===== config.mk =====
export PLATFORM = sky130hd
export DESIGN_NAME = csr_core_regs
export DESIGN_NICKNAME = d
export VERILOG_FILES = /design/src/csr_pkg.sv /design/src/csr_core_regs.sv
export VERILOG_INCLUDE_DIRS = /design/src /design/src/src
export SDC_FILE = /design/constraint.sdc
export NUM_CORES = 1
export LEC_CHECK = 0
export ABC_AREA = 0
export BUFFER_PORTS_ARGS = -buffer_cell sky130_fd_sc_hd__buf_4
export CAP_MARGIN = 10
export CORE_UTILIZATION = 56
export CTS_CLUSTER_DIAMETER = 150
export DETAILED_ROUTE_END_ITERATION = 7
export PLACE_DENSITY_LB_ADDON = 0.1
export SLEW_MARGIN = 20
export SYNTH_ARGS = -nofsm -noshare
export SYNTH_HDL_FRONTEND = slang
export SYNTH_SLANG_ARGS = --single-unit

===== constraint.sdc =====
create_clock -name clk -period 20.2 [get_ports clk]
set_clock_uncertainty 0.05 [all_clocks]
set_input_delay 4.04 -clock clk [delete_from_list [all_inputs] [get_ports clk]]
set_output_delay 4.04 -clock clk [all_outputs]
set_load 0.02 [all_outputs]

===== src/csr_defines.svh =====
`ifndef CSR_DEFINES_SVH
`define CSR_DEFINES_SVH

`define CSR_IDX_W        13
`define CSR_BANK_MASK    7'h7F
`define CSR_IDX_WIN_A    7'h00
`define CSR_IDX_WIN_B    7'h01
`define CSR_IDX_PC_LOW   7'h02
`define CSR_IDX_STATUS   7'h03
`define CSR_IDX_PTRA_LO  7'h04
`define CSR_IDX_PTRA_HI  7'h05
`define CSR_IDX_PTRB_LO  7'h06
`define CSR_IDX_PTRB_HI  7'h07
`define CSR_IDX_BANK     7'h08
`define CSR_IDX_WORKING_REGISTER     7'h09
`define CSR_IDX_LATCH    7'h0A
`define CSR_IDX_INTCTL   7'h0B
`define CSR_IDX_IRQFLG   7'h0C
`define CSR_IDX_STACK_POINTER   13'h1FED
`define CSR_IDX_TOS_LO   13'h1FEE
`define CSR_IDX_TOS_HI   13'h1FEF

`define CSR_ST_TO        4
`define CSR_ST_PD        3
`define CSR_ST_Z         2
`define CSR_ST_DC        1
`define CSR_ST_C         0
`define CSR_ST_RESET     5'h18
`define CSR_ST_WR_MASK   5'h07

`define CSR_IC_GIE       7
`define CSR_IC_PERIPHERAL_IRQ_ENABLE      6
`define CSR_IC_EDGE      0
`define CSR_EDGE_RESET   1'h1
`define CSR_FLG_EXT      0
`define CSR_FLG_PER      1

`define CSR_STACK_DEPTH  32
`define CSR_SP_W         5
`define CSR_PC_W         15
`define CSR_LATCH_W      7
`define CSR_BANK_W       6

`endif


===== src/csr_pkg.sv =====
`default_nettype none
`include "csr_defines.svh"
package csr_pkg;

   typedef enum logic [2:0] {
      CSR_OP_NONE, CSR_OP_ADD, CSR_OP_SUB, CSR_OP_AND,
      CSR_OP_IOR, CSR_OP_XOR, CSR_OP_RLC, CSR_OP_RRC
   } csr_alu_op_t;

   typedef struct packed {
      csr_alu_op_t op;
      logic [7:0]  opa;
      logic [7:0]  opb;
   } csr_alu_req_t;

   typedef struct packed {
      logic wdt_clear;
      logic sleep;
      logic wdt_timeout;
      logic warm_reset;
      logic pc_incr;
   } csr_cpu_evt_t;

   typedef struct packed {
      logic        req;
      logic        wr;
      logic [15:0] addr;
      logic [7:0]  wdata;
   } csr_mem_req_t;

   typedef enum logic [1:0] {CSR_BUS_IDLE, CSR_BUS_MEM, CSR_BUS_DONE} csr_bus_st_t;

   typedef struct packed {
      csr_bus_st_t                                bus_st;
      logic [7:0]                                 prdata;
      logic                                       pslverr;
      logic [`CSR_PC_W-1:0]                       pc;
      logic [`CSR_LATCH_W-1:0]                    latch;
      logic [4:0]                                 status;
      logic [15:0]                                ptr_a;
      logic [15:0]                                ptr_b;
      logic [`CSR_BANK_W-1:0]                     bank;
      logic [7:0]                                 working_register;
      logic [7:0]                                 intctl;
      logic [1:0]                                 irq_flags;
      logic                                       ext_prev;
      logic [`CSR_SP_W-1:0]                       sp;
      logic [`CSR_STACK_DEPTH-1:0][15:0]          stack;
      logic [7:0]                                 alu_res;
      csr_mem_req_t                               mem;
   } csr_state_t;

endpackage : csr_pkg
`default_nettype wire


===== src/csr_core_regs.sv =====
`default_nettype none
`include "csr_defines.svh"
module csr_core_regs
   import csr_pkg::*;
(
   // Clock and reset
   input  wire logic                    clk,
   input  wire logic                    rstn,
   // APB slave
   input  wire logic                    psel,
   input  wire logic                    penable,
   input  wire logic                    pwrite,
   input  wire logic [14:0]             paddr,
   input  wire logic [31:0]             pwdata,
   input  wire logic [3:0]              pstrb,
   output logic                         pready,
   output logic [31:0]                  prdata,
   output logic                         pslverr,
   // Instruction datapath
   input  wire csr_alu_req_t            alu_req,
   input  wire csr_cpu_evt_t            cpu_evt,
   input  wire logic [6:0]              direct_offset,
   output logic [7:0]                   alu_result,
   output logic [`CSR_PC_W-1:0]         pc,
   output logic [12:0]                  direct_addr,
   // Indirect window memory port
   output csr_mem_req_t                 mem_req,
   input  wire logic                    mem_ack,
   input  wire logic [7:0]              mem_rdata,
   // Interrupt control
   input  wire logic                    ext_irq_pin,
   input  wire logic                    periph_irq_event,
   output logic                         irq_request
);

   logic       rst_meta_ff;
   logic       rst_sync_ff;
   csr_state_t s_ff;
   csr_state_t nxt_s;

   // Release of the asynchronous reset is retimed to clk
   always_ff @(posedge clk or negedge rstn) begin
      if (!rstn) begin
         rst_meta_ff <= 1'b0;
         rst_sync_ff <= 1'b0;
      end else begin
         rst_meta_ff <= 1'b1;
         rst_sync_ff <= rst_meta_ff;
      end
   end

   function automatic logic [7:0] rd_value(input csr_state_t s,
                                           input logic [`CSR_IDX_W-1:0] idx);
      logic [7:0] v;
      v = 8'h00;
      if (idx == `CSR_IDX_STACK_POINTER) begin
         v = {3'h0, s.sp};
      end else if (idx == `CSR_IDX_TOS_LO) begin
         v = s.stack[s.sp][7:0];
      end else if (idx == `CSR_IDX_TOS_HI) begin
         v = s.stack[s.sp][15:8];
      end else begin
         unique case (idx[6:0] & `CSR_BANK_MASK)
            `CSR_IDX_PC_LOW:  v = s.pc[7:0];
            `CSR_IDX_STATUS:  v = {3'h0, s.status};
            `CSR_IDX_PTRA_LO: v = s.ptr_a[7:0];
            `CSR_IDX_PTRA_HI: v = s.ptr_a[15:8];
            `CSR_IDX_PTRB_LO: v = s.ptr_b[7:0];
            `CSR_IDX_PTRB_HI: v = s.ptr_b[15:8];
            `CSR_IDX_BANK:    v = {2'h0, s.bank};
            `CSR_IDX_WORKING_REGISTER:    v = s.working_register;
            `CSR_IDX_LATCH:   v = {1'h0, s.latch};
            `CSR_IDX_INTCTL:  v = s.intctl;
            `CSR_IDX_IRQFLG:  v = {6'h00, s.irq_flags};
            default:          v = 8'h00;
         endcase
      end
      return v;
   endfunction : rd_value

   function automatic logic is_mapped(input logic [`CSR_IDX_W-1:0] idx);
      logic m;
      m = (idx == `CSR_IDX_STACK_POINTER) || (idx == `CSR_IDX_TOS_LO) ||
          (idx == `CSR_IDX_TOS_HI) || (idx[6:0] <= `CSR_IDX_IRQFLG);
      return m;
   endfunction : is_mapped

   always_comb begin
      logic [`CSR_IDX_W-1:0] idx;
      logic [7:0]            wd;
      logic                  wr_en;
      logic                  win_a;
      logic                  win_b;
      logic                  ext_edge;
      logic [8:0]            sum9;
      logic [4:0]            sum5;
      logic [7:0]            opb_eff;
      logic                  cin;
      logic [7:0]            res;
      idx      = paddr[14:2];
      wd       = pwdata[7:0];
      wr_en    = pwrite && pstrb[0];
      win_a    = (idx[6:0] == `CSR_IDX_WIN_A) && (idx != `CSR_IDX_STACK_POINTER);
      win_b    = (idx[6:0] == `CSR_IDX_WIN_B);
      ext_edge = 1'b0;
      sum9     = 9'h000;
      sum5     = 5'h00;
      opb_eff  = 8'h00;
      cin      = 1'b0;
      res      = 8'h00;
      nxt_s    = s_ff;

      if (cpu_evt.pc_incr) begin
         nxt_s.pc = s_ff.pc + `CSR_PC_W'(1);
      end

      // Bus access: one wait state, longer when a window goes to memory
      unique case (s_ff.bus_st)
         CSR_BUS_IDLE: begin
            if (psel && penable) begin
               nxt_s.pslverr = !is_mapped(idx);
               nxt_s.prdata  = 8'h00;
               if (win_a || win_b) begin
                  nxt_s.mem.req   = 1'b1;
                  nxt_s.mem.wr    = wr_en;
                  nxt_s.mem.addr  = win_a ? s_ff.ptr_a : s_ff.ptr_b;
                  nxt_s.mem.wdata = wd;
                  nxt_s.bus_st    = CSR_BUS_MEM;
               end else begin
                  nxt_s.bus_st = CSR_BUS_DONE;
                  if (!pwrite) begin
                     nxt_s.prdata = rd_value(s_ff, idx);
                  end else if (wr_en) begin
                     if (idx == `CSR_IDX_STACK_POINTER) begin
                        nxt_s.sp = wd[`CSR_SP_W-1:0];
                     end else if (idx == `CSR_IDX_TOS_LO) begin
                        nxt_s.stack[s_ff.sp][7:0] = wd;
                     end else if (idx == `CSR_IDX_TOS_HI) begin
                        nxt_s.stack[s_ff.sp][15:8] = wd;
                     end else begin
                        unique case (idx[6:0])
                           `CSR_IDX_PC_LOW:  nxt_s.pc = {s_ff.latch, wd};
                           // Timeout and power-down bits ignore writes
                           `CSR_IDX_STATUS:  nxt_s.status = (s_ff.status & ~`CSR_ST_WR_MASK) |
                                                (wd[4:0] & `CSR_ST_WR_MASK);
                           `CSR_IDX_PTRA_LO: nxt_s.ptr_a[7:0]  = wd;
                           `CSR_IDX_PTRA_HI: nxt_s.ptr_a[15:8] = wd;
                           `CSR_IDX_PTRB_LO: nxt_s.ptr_b[7:0]  = wd;
                           `CSR_IDX_PTRB_HI: nxt_s.ptr_b[15:8] = wd;
                           `CSR_IDX_BANK:    nxt_s.bank  = wd[`CSR_BANK_W-1:0];
                           `CSR_IDX_WORKING_REGISTER:    nxt_s.working_register  = wd;
                           `CSR_IDX_LATCH:   nxt_s.latch = wd[`CSR_LATCH_W-1:0];
                           `CSR_IDX_INTCTL: begin
                              nxt_s.intctl[`CSR_IC_GIE]  = wd[`CSR_IC_GIE];
                              nxt_s.intctl[`CSR_IC_PERIPHERAL_IRQ_ENABLE] = wd[`CSR_IC_PERIPHERAL_IRQ_ENABLE];
                              nxt_s.intctl[`CSR_IC_EDGE] = wd[`CSR_IC_EDGE];
                           end
                           `CSR_IDX_IRQFLG:  nxt_s.irq_flags = s_ff.irq_flags & ~wd[1:0];
                           default: ;
                        endcase
                     end
                  end
               end
            end
         end
         CSR_BUS_MEM: begin
            if (mem_ack) begin
               nxt_s.mem.req = 1'b0;
               nxt_s.prdata  = s_ff.mem.wr ? 8'h00 : mem_rdata;
               nxt_s.bus_st  = CSR_BUS_DONE;
            end
         end
         CSR_BUS_DONE: begin
            nxt_s.bus_st = CSR_BUS_IDLE;
         end
      endcase

      // Datapath flag updates take priority over a same-cycle bus write
      opb_eff = (alu_req.op == CSR_OP_SUB) ? ~alu_req.opb : alu_req.opb;
      cin     = (alu_req.op == CSR_OP_SUB);
      sum9    = {1'b0, alu_req.opa} + {1'b0, opb_eff} + {8'h00, cin};
      sum5    = {1'b0, alu_req.opa[3:0]} + {1'b0, opb_eff[3:0]} + {4'h0, cin};
      unique case (alu_req.op)
         CSR_OP_ADD, CSR_OP_SUB: begin
            res = sum9[7:0];
            nxt_s.status[`CSR_ST_DC] = sum5[4];
            nxt_s.status[`CSR_ST_C]  = sum9[8];
            nxt_s.status[`CSR_ST_Z]  = (res == 8'h00);
         end
         CSR_OP_AND, CSR_OP_IOR, CSR_OP_XOR: begin
            res = (alu_req.op == CSR_OP_AND) ? (alu_req.opa & alu_req.opb) :
                  (alu_req.op == CSR_OP_IOR) ? (alu_req.opa | alu_req.opb) :
                                               (alu_req.opa ^ alu_req.opb);
            nxt_s.status[`CSR_ST_Z] = (res == 8'h00);
         end
         CSR_OP_RLC: begin
            res = {alu_req.opa[6:0], s_ff.status[`CSR_ST_C]};
            nxt_s.status[`CSR_ST_C] = alu_req.opa[7];
         end
         CSR_OP_RRC: begin
            res = {s_ff.status[`CSR_ST_C], alu_req.opa[7:1]};
            nxt_s.status[`CSR_ST_C] = alu_req.opa[0];
         end
         CSR_OP_NONE: begin
            res = s_ff.alu_res;
         end
      endcase
      nxt_s.alu_res = res;

      // Timeout outranks clear/sleep; sleep outranks clear for power-down
      if (cpu_evt.wdt_clear || cpu_evt.sleep) begin
         nxt_s.status[`CSR_ST_TO] = 1'b1;
      end
      if (cpu_evt.wdt_timeout) begin
         nxt_s.status[`CSR_ST_TO] = 1'b0;
      end
      if (cpu_evt.wdt_clear) begin
         nxt_s.status[`CSR_ST_PD] = 1'b1;
      end
      if (cpu_evt.sleep) begin
         nxt_s.status[`CSR_ST_PD] = 1'b0;
      end

      // Flags latch whatever the enables say, so polling works
      nxt_s.ext_prev = ext_irq_pin;
      ext_edge = s_ff.intctl[`CSR_IC_EDGE] ? (ext_irq_pin && !s_ff.ext_prev)
                                           : (!ext_irq_pin && s_ff.ext_prev);
      if (ext_edge) begin
         nxt_s.irq_flags[`CSR_FLG_EXT] = 1'b1;
      end
      if (periph_irq_event) begin
         nxt_s.irq_flags[`CSR_FLG_PER] = 1'b1;
      end

      // Warm reset keeps status and stack contents
      if (cpu_evt.warm_reset) begin
         nxt_s.pc        = '0;
         nxt_s.latch     = '0;
         nxt_s.ptr_a     = 16'h0000;
         nxt_s.ptr_b     = 16'h0000;
         nxt_s.bank      = '0;
         nxt_s.working_register      = 8'h00;
         nxt_s.intctl    = 8'h00;
         nxt_s.intctl[`CSR_IC_EDGE] = `CSR_EDGE_RESET;
         nxt_s.irq_flags = 2'h0;
         nxt_s.sp        = '0;
      end
   end

   always_ff @(posedge clk or negedge rst_sync_ff) begin
      if (!rst_sync_ff) begin
         s_ff        <= '0;
         s_ff.bus_st <= CSR_BUS_IDLE;
         s_ff.status <= `CSR_ST_RESET;
         s_ff.intctl <= {7'h00, `CSR_EDGE_RESET};
      end else begin
         s_ff <= nxt_s;
      end
   end

   assign pready      = (s_ff.bus_st == CSR_BUS_DONE);
   assign prdata      = {24'h000000, s_ff.prdata};
   assign pslverr     = pready && s_ff.pslverr;
   assign alu_result  = s_ff.alu_res;
   assign pc          = s_ff.pc;
   assign direct_addr = {s_ff.bank, direct_offset};
   assign mem_req     = s_ff.mem;
   // Software must clear stale flags before enabling
   assign irq_request = s_ff.intctl[`CSR_IC_GIE] &&
                        (s_ff.irq_flags[`CSR_FLG_EXT] ||
                         (s_ff.intctl[`CSR_IC_PERIPHERAL_IRQ_ENABLE] && s_ff.irq_flags[`CSR_FLG_PER]));

endmodule : csr_core_regs
`default_nettype wire


==> metrics.md <==
| Metric | Value |
|---|---|
| TritonCTS clock tree | yes |
| Syn Area/Cell | 12.7 um^2 |
| Number of port buffers | 127 |
| DIE AREA | 58900 um^2 |
| Placer Congestion | 0.986 |
| Worst slack at placement | 12.07 ns |
| Die extent in x | 243 um |
| # IOs | 195 |
| Final Non-Filler Cells | 3362 |
| Reg2reg start | s_ff[547] |
| Syn Std Cell Area | 32400 um^2 |
| Hold crit path type | flop to flop |
| Post-DP Area | 33200 um^2 |
| Initial cell density of the core | 0.571 |
| CTS Hold Bufs | 0 |
| Crit start category | primary input |
| RSZ-0062 raised after global routing | false |
| Clk network pwr share | 0.460 |
| Drt via density | 6.24 |
| DR vias | 20971 |
| Nets@finish | 2679 |
| Slew Viols, Final | 0 |
| Tcrit/Tclk final | 0.402 |
| 1st-iter DRT viols | 1536 |
| CP endpoint | direct_addr[4] |
| First-pass GRT wire length | 135 mm |
| Clock Tree Buf Depth | 3 |
| Worst EP arrival | 4.04 ns |
| Syn. warnings | 0 |
| Setup ws final | 12.07 ns |
| Fin area | 35600 um^2 |
| Layout cells sized above 1 | 0.382 |
| PwrDens | 79.1 nW/um^2 |
| Worst endpoint required time | 16.11 ns |
| DP Wirelength | 57.5 mm |
| Synthesis-stage register bit count | 643 |
| Worst-Skew Late Latency | 0.61 ns |
| Area grow syn2layout | 9.75% |
| Worst R2R End | prdata[4] |
| Placed cells | 3234 |
| Routed len/inst | 25.8 um |
| P_sw | 675 uW |
| Hold-critical path depth | 0 |
| # resized after CTS | 0 |
| Flop2flop setup slack | 15.38 ns |
| Gr usage total | 0.301 |
| Pleak | 16.5 nW |
| Largest net degree at the start of global routing | 88 |
| Antenna Nets Post-Route | 0 |
| Finished Core Util | 0.627 |
| Synth cell types | 82 |
| Worst setup EP type | primary output |
| Final WL | 86.6 mm |
| Vias in the first global route | 21365 |
| Initial antenna violation count | 2 |
| Root buffer cell | clkbuf_16 |
| H-tree levels | 3 |
| Core area | 56800 um^2 |
| Min Hold Slack | 0.300 ns |
| Status | finished, final reports clean |
| TNS Setup | 0 ns |
| Most common cell after layout, fill and taps aside | dfrtp_1 |
| Die span in y | 243 um |
| DRC | 0 |
| Most frequent cells in the layout | 634 x dfrtp_1, 524 x mux2_2, 158 x buf_4 |
| Gate power share | 0.073 |
| Max cap viols | 0 |
| Worst Path Max Fanout | 1 |
| Total power | 2.82 mW |
| Fin. Hold Viols | 0 |
| Number of cell rows | 87 |
| Register share of total power | 0.468 |
| Net Sw Frac | 0.240 |
| DR pass1 iterations | 5 |
| Slew headroom | 0.292 |
| Crit path depth | 0 |
| Post-CTS setup buffers | 0 |
| Worst setup startpoint | direct_offset[4] |
| Int Pwr | 2.14 mW |
| Final setup viols | 0 |
| Async set or reset register ratio after synthesis | 1.00 |
| Prevailing post-synth register cell | dfrtp_1 |
| Sink Count | 643 |
| Post-synthesis sequential area ratio | 0.496 |
| Maximum clock frequency | 0.123 GHz |
| Grt ovf | 0 |
| Shortest period the worst path allows | 8.13 ns |
| Cells after Synth | 2551 |
| Worst-path clk slew | 0.05 ns |
| Number of flops mapped to enable cells by yosys | 0 |
| Peak VDD IR | 0.0685 mV |
| Crit path kind | primary input to primary output |
| Worst-Margin Slew | 1.05 ns |
| CTS Buf Count | 71 |
| Reg2reg path depth | 9 |
[worst min path at each step]
stage                start     endpoint  slack (ns)
5_1_grt        rst_meta_ff  rst_sync_ff        0.31
2_1_floorplan  rst_meta_ff  rst_sync_ff        0.28
4_1_cts        rst_meta_ff  rst_sync_ff        0.31
3_5_place_dp   rst_meta_ff  rst_sync_ff        0.29
3_3_place_gp   rst_meta_ff  rst_sync_ff        0.29
6_report       rst_meta_ff  rst_sync_ff        0.30
[synth_stat cells, types with 11 or more instances]
cell,number,share of area
a211oi_1,28,0.0065
buf_6,14,0.0049
nand2_1,147,0.017
o211ai_1,16,0.0037
buf_4,106,0.025
buf_2,32,0.0049
dfrtp_1,640,0.49
nor2_1,80,0.0093
and3_1,17,0.0033
clkbuf_1,97,0.011
o21ai_0,106,0.016
nor2b_1,23,0.0044
nor4_1,11,0.0021
ha_1,29,0.011
mux2_2,524,0.18
nor2_2,60,0.012
o22ai_1,13,0.0025
inv_1,25,0.0029
nand4_1,13,0.0025
a21oi_1,51,0.0079
a31oi_1,16,0.0031
xnor2_1,15,0.0040
nor3_1,27,0.0042
a22oi_1,30,0.0069
nand3_1,28,0.0043
nor3b_1,13,0.0030
mux2i_1,110,0.034
mux4_2,103,0.072
[routing by layer]
metal,global-route usage,share of wire
met5,0,0.00016
met3,0.0534,0.062
met4,0.0899,0.029
met1,0.431,0.44
met2,0.471,0.47
[kinds of logic (layout without fill, tap and decap cells)]
family	Yosys count	in the layout	synth area share
AOI/OAI and AO/OA	334	334	0.0665
xor gates and xnor gates	25	25	0.00675
adders and majority gates	31	31	0.0121
buffers and inverters	287	318	0.0501
DFF	643	643	0.496
muxes	739	739	0.288
other	2	26	0.000231
and+or+nand+nor	490	490	0.0803
[final cells by class]
type | count | area (um^2)
fill | 4448 | 21200
multi-input combinational | 1644 | 14800
inverter | 29 | 109
timing repair buffer | 162 | 1240
antenna | 1 | 2.50
tap | 756 | 946
clock buffer | 113 | 2210
clock inverter | 14 | 151
sequential | 643 | 16100
[power by group through the flow]
stage	registers (mW)	clock network (mW)	logic, mW
detailed placement	1.34	0	0.203
finish	1.32	1.29	0.204
global route	1.32	1.37	0.223
global placement	1.34	0	0.200
floorplan	1.35	0	0.130
CTS	1.32	1.32	0.203
No activity file was read; power rests on OpenSTA's default activity.
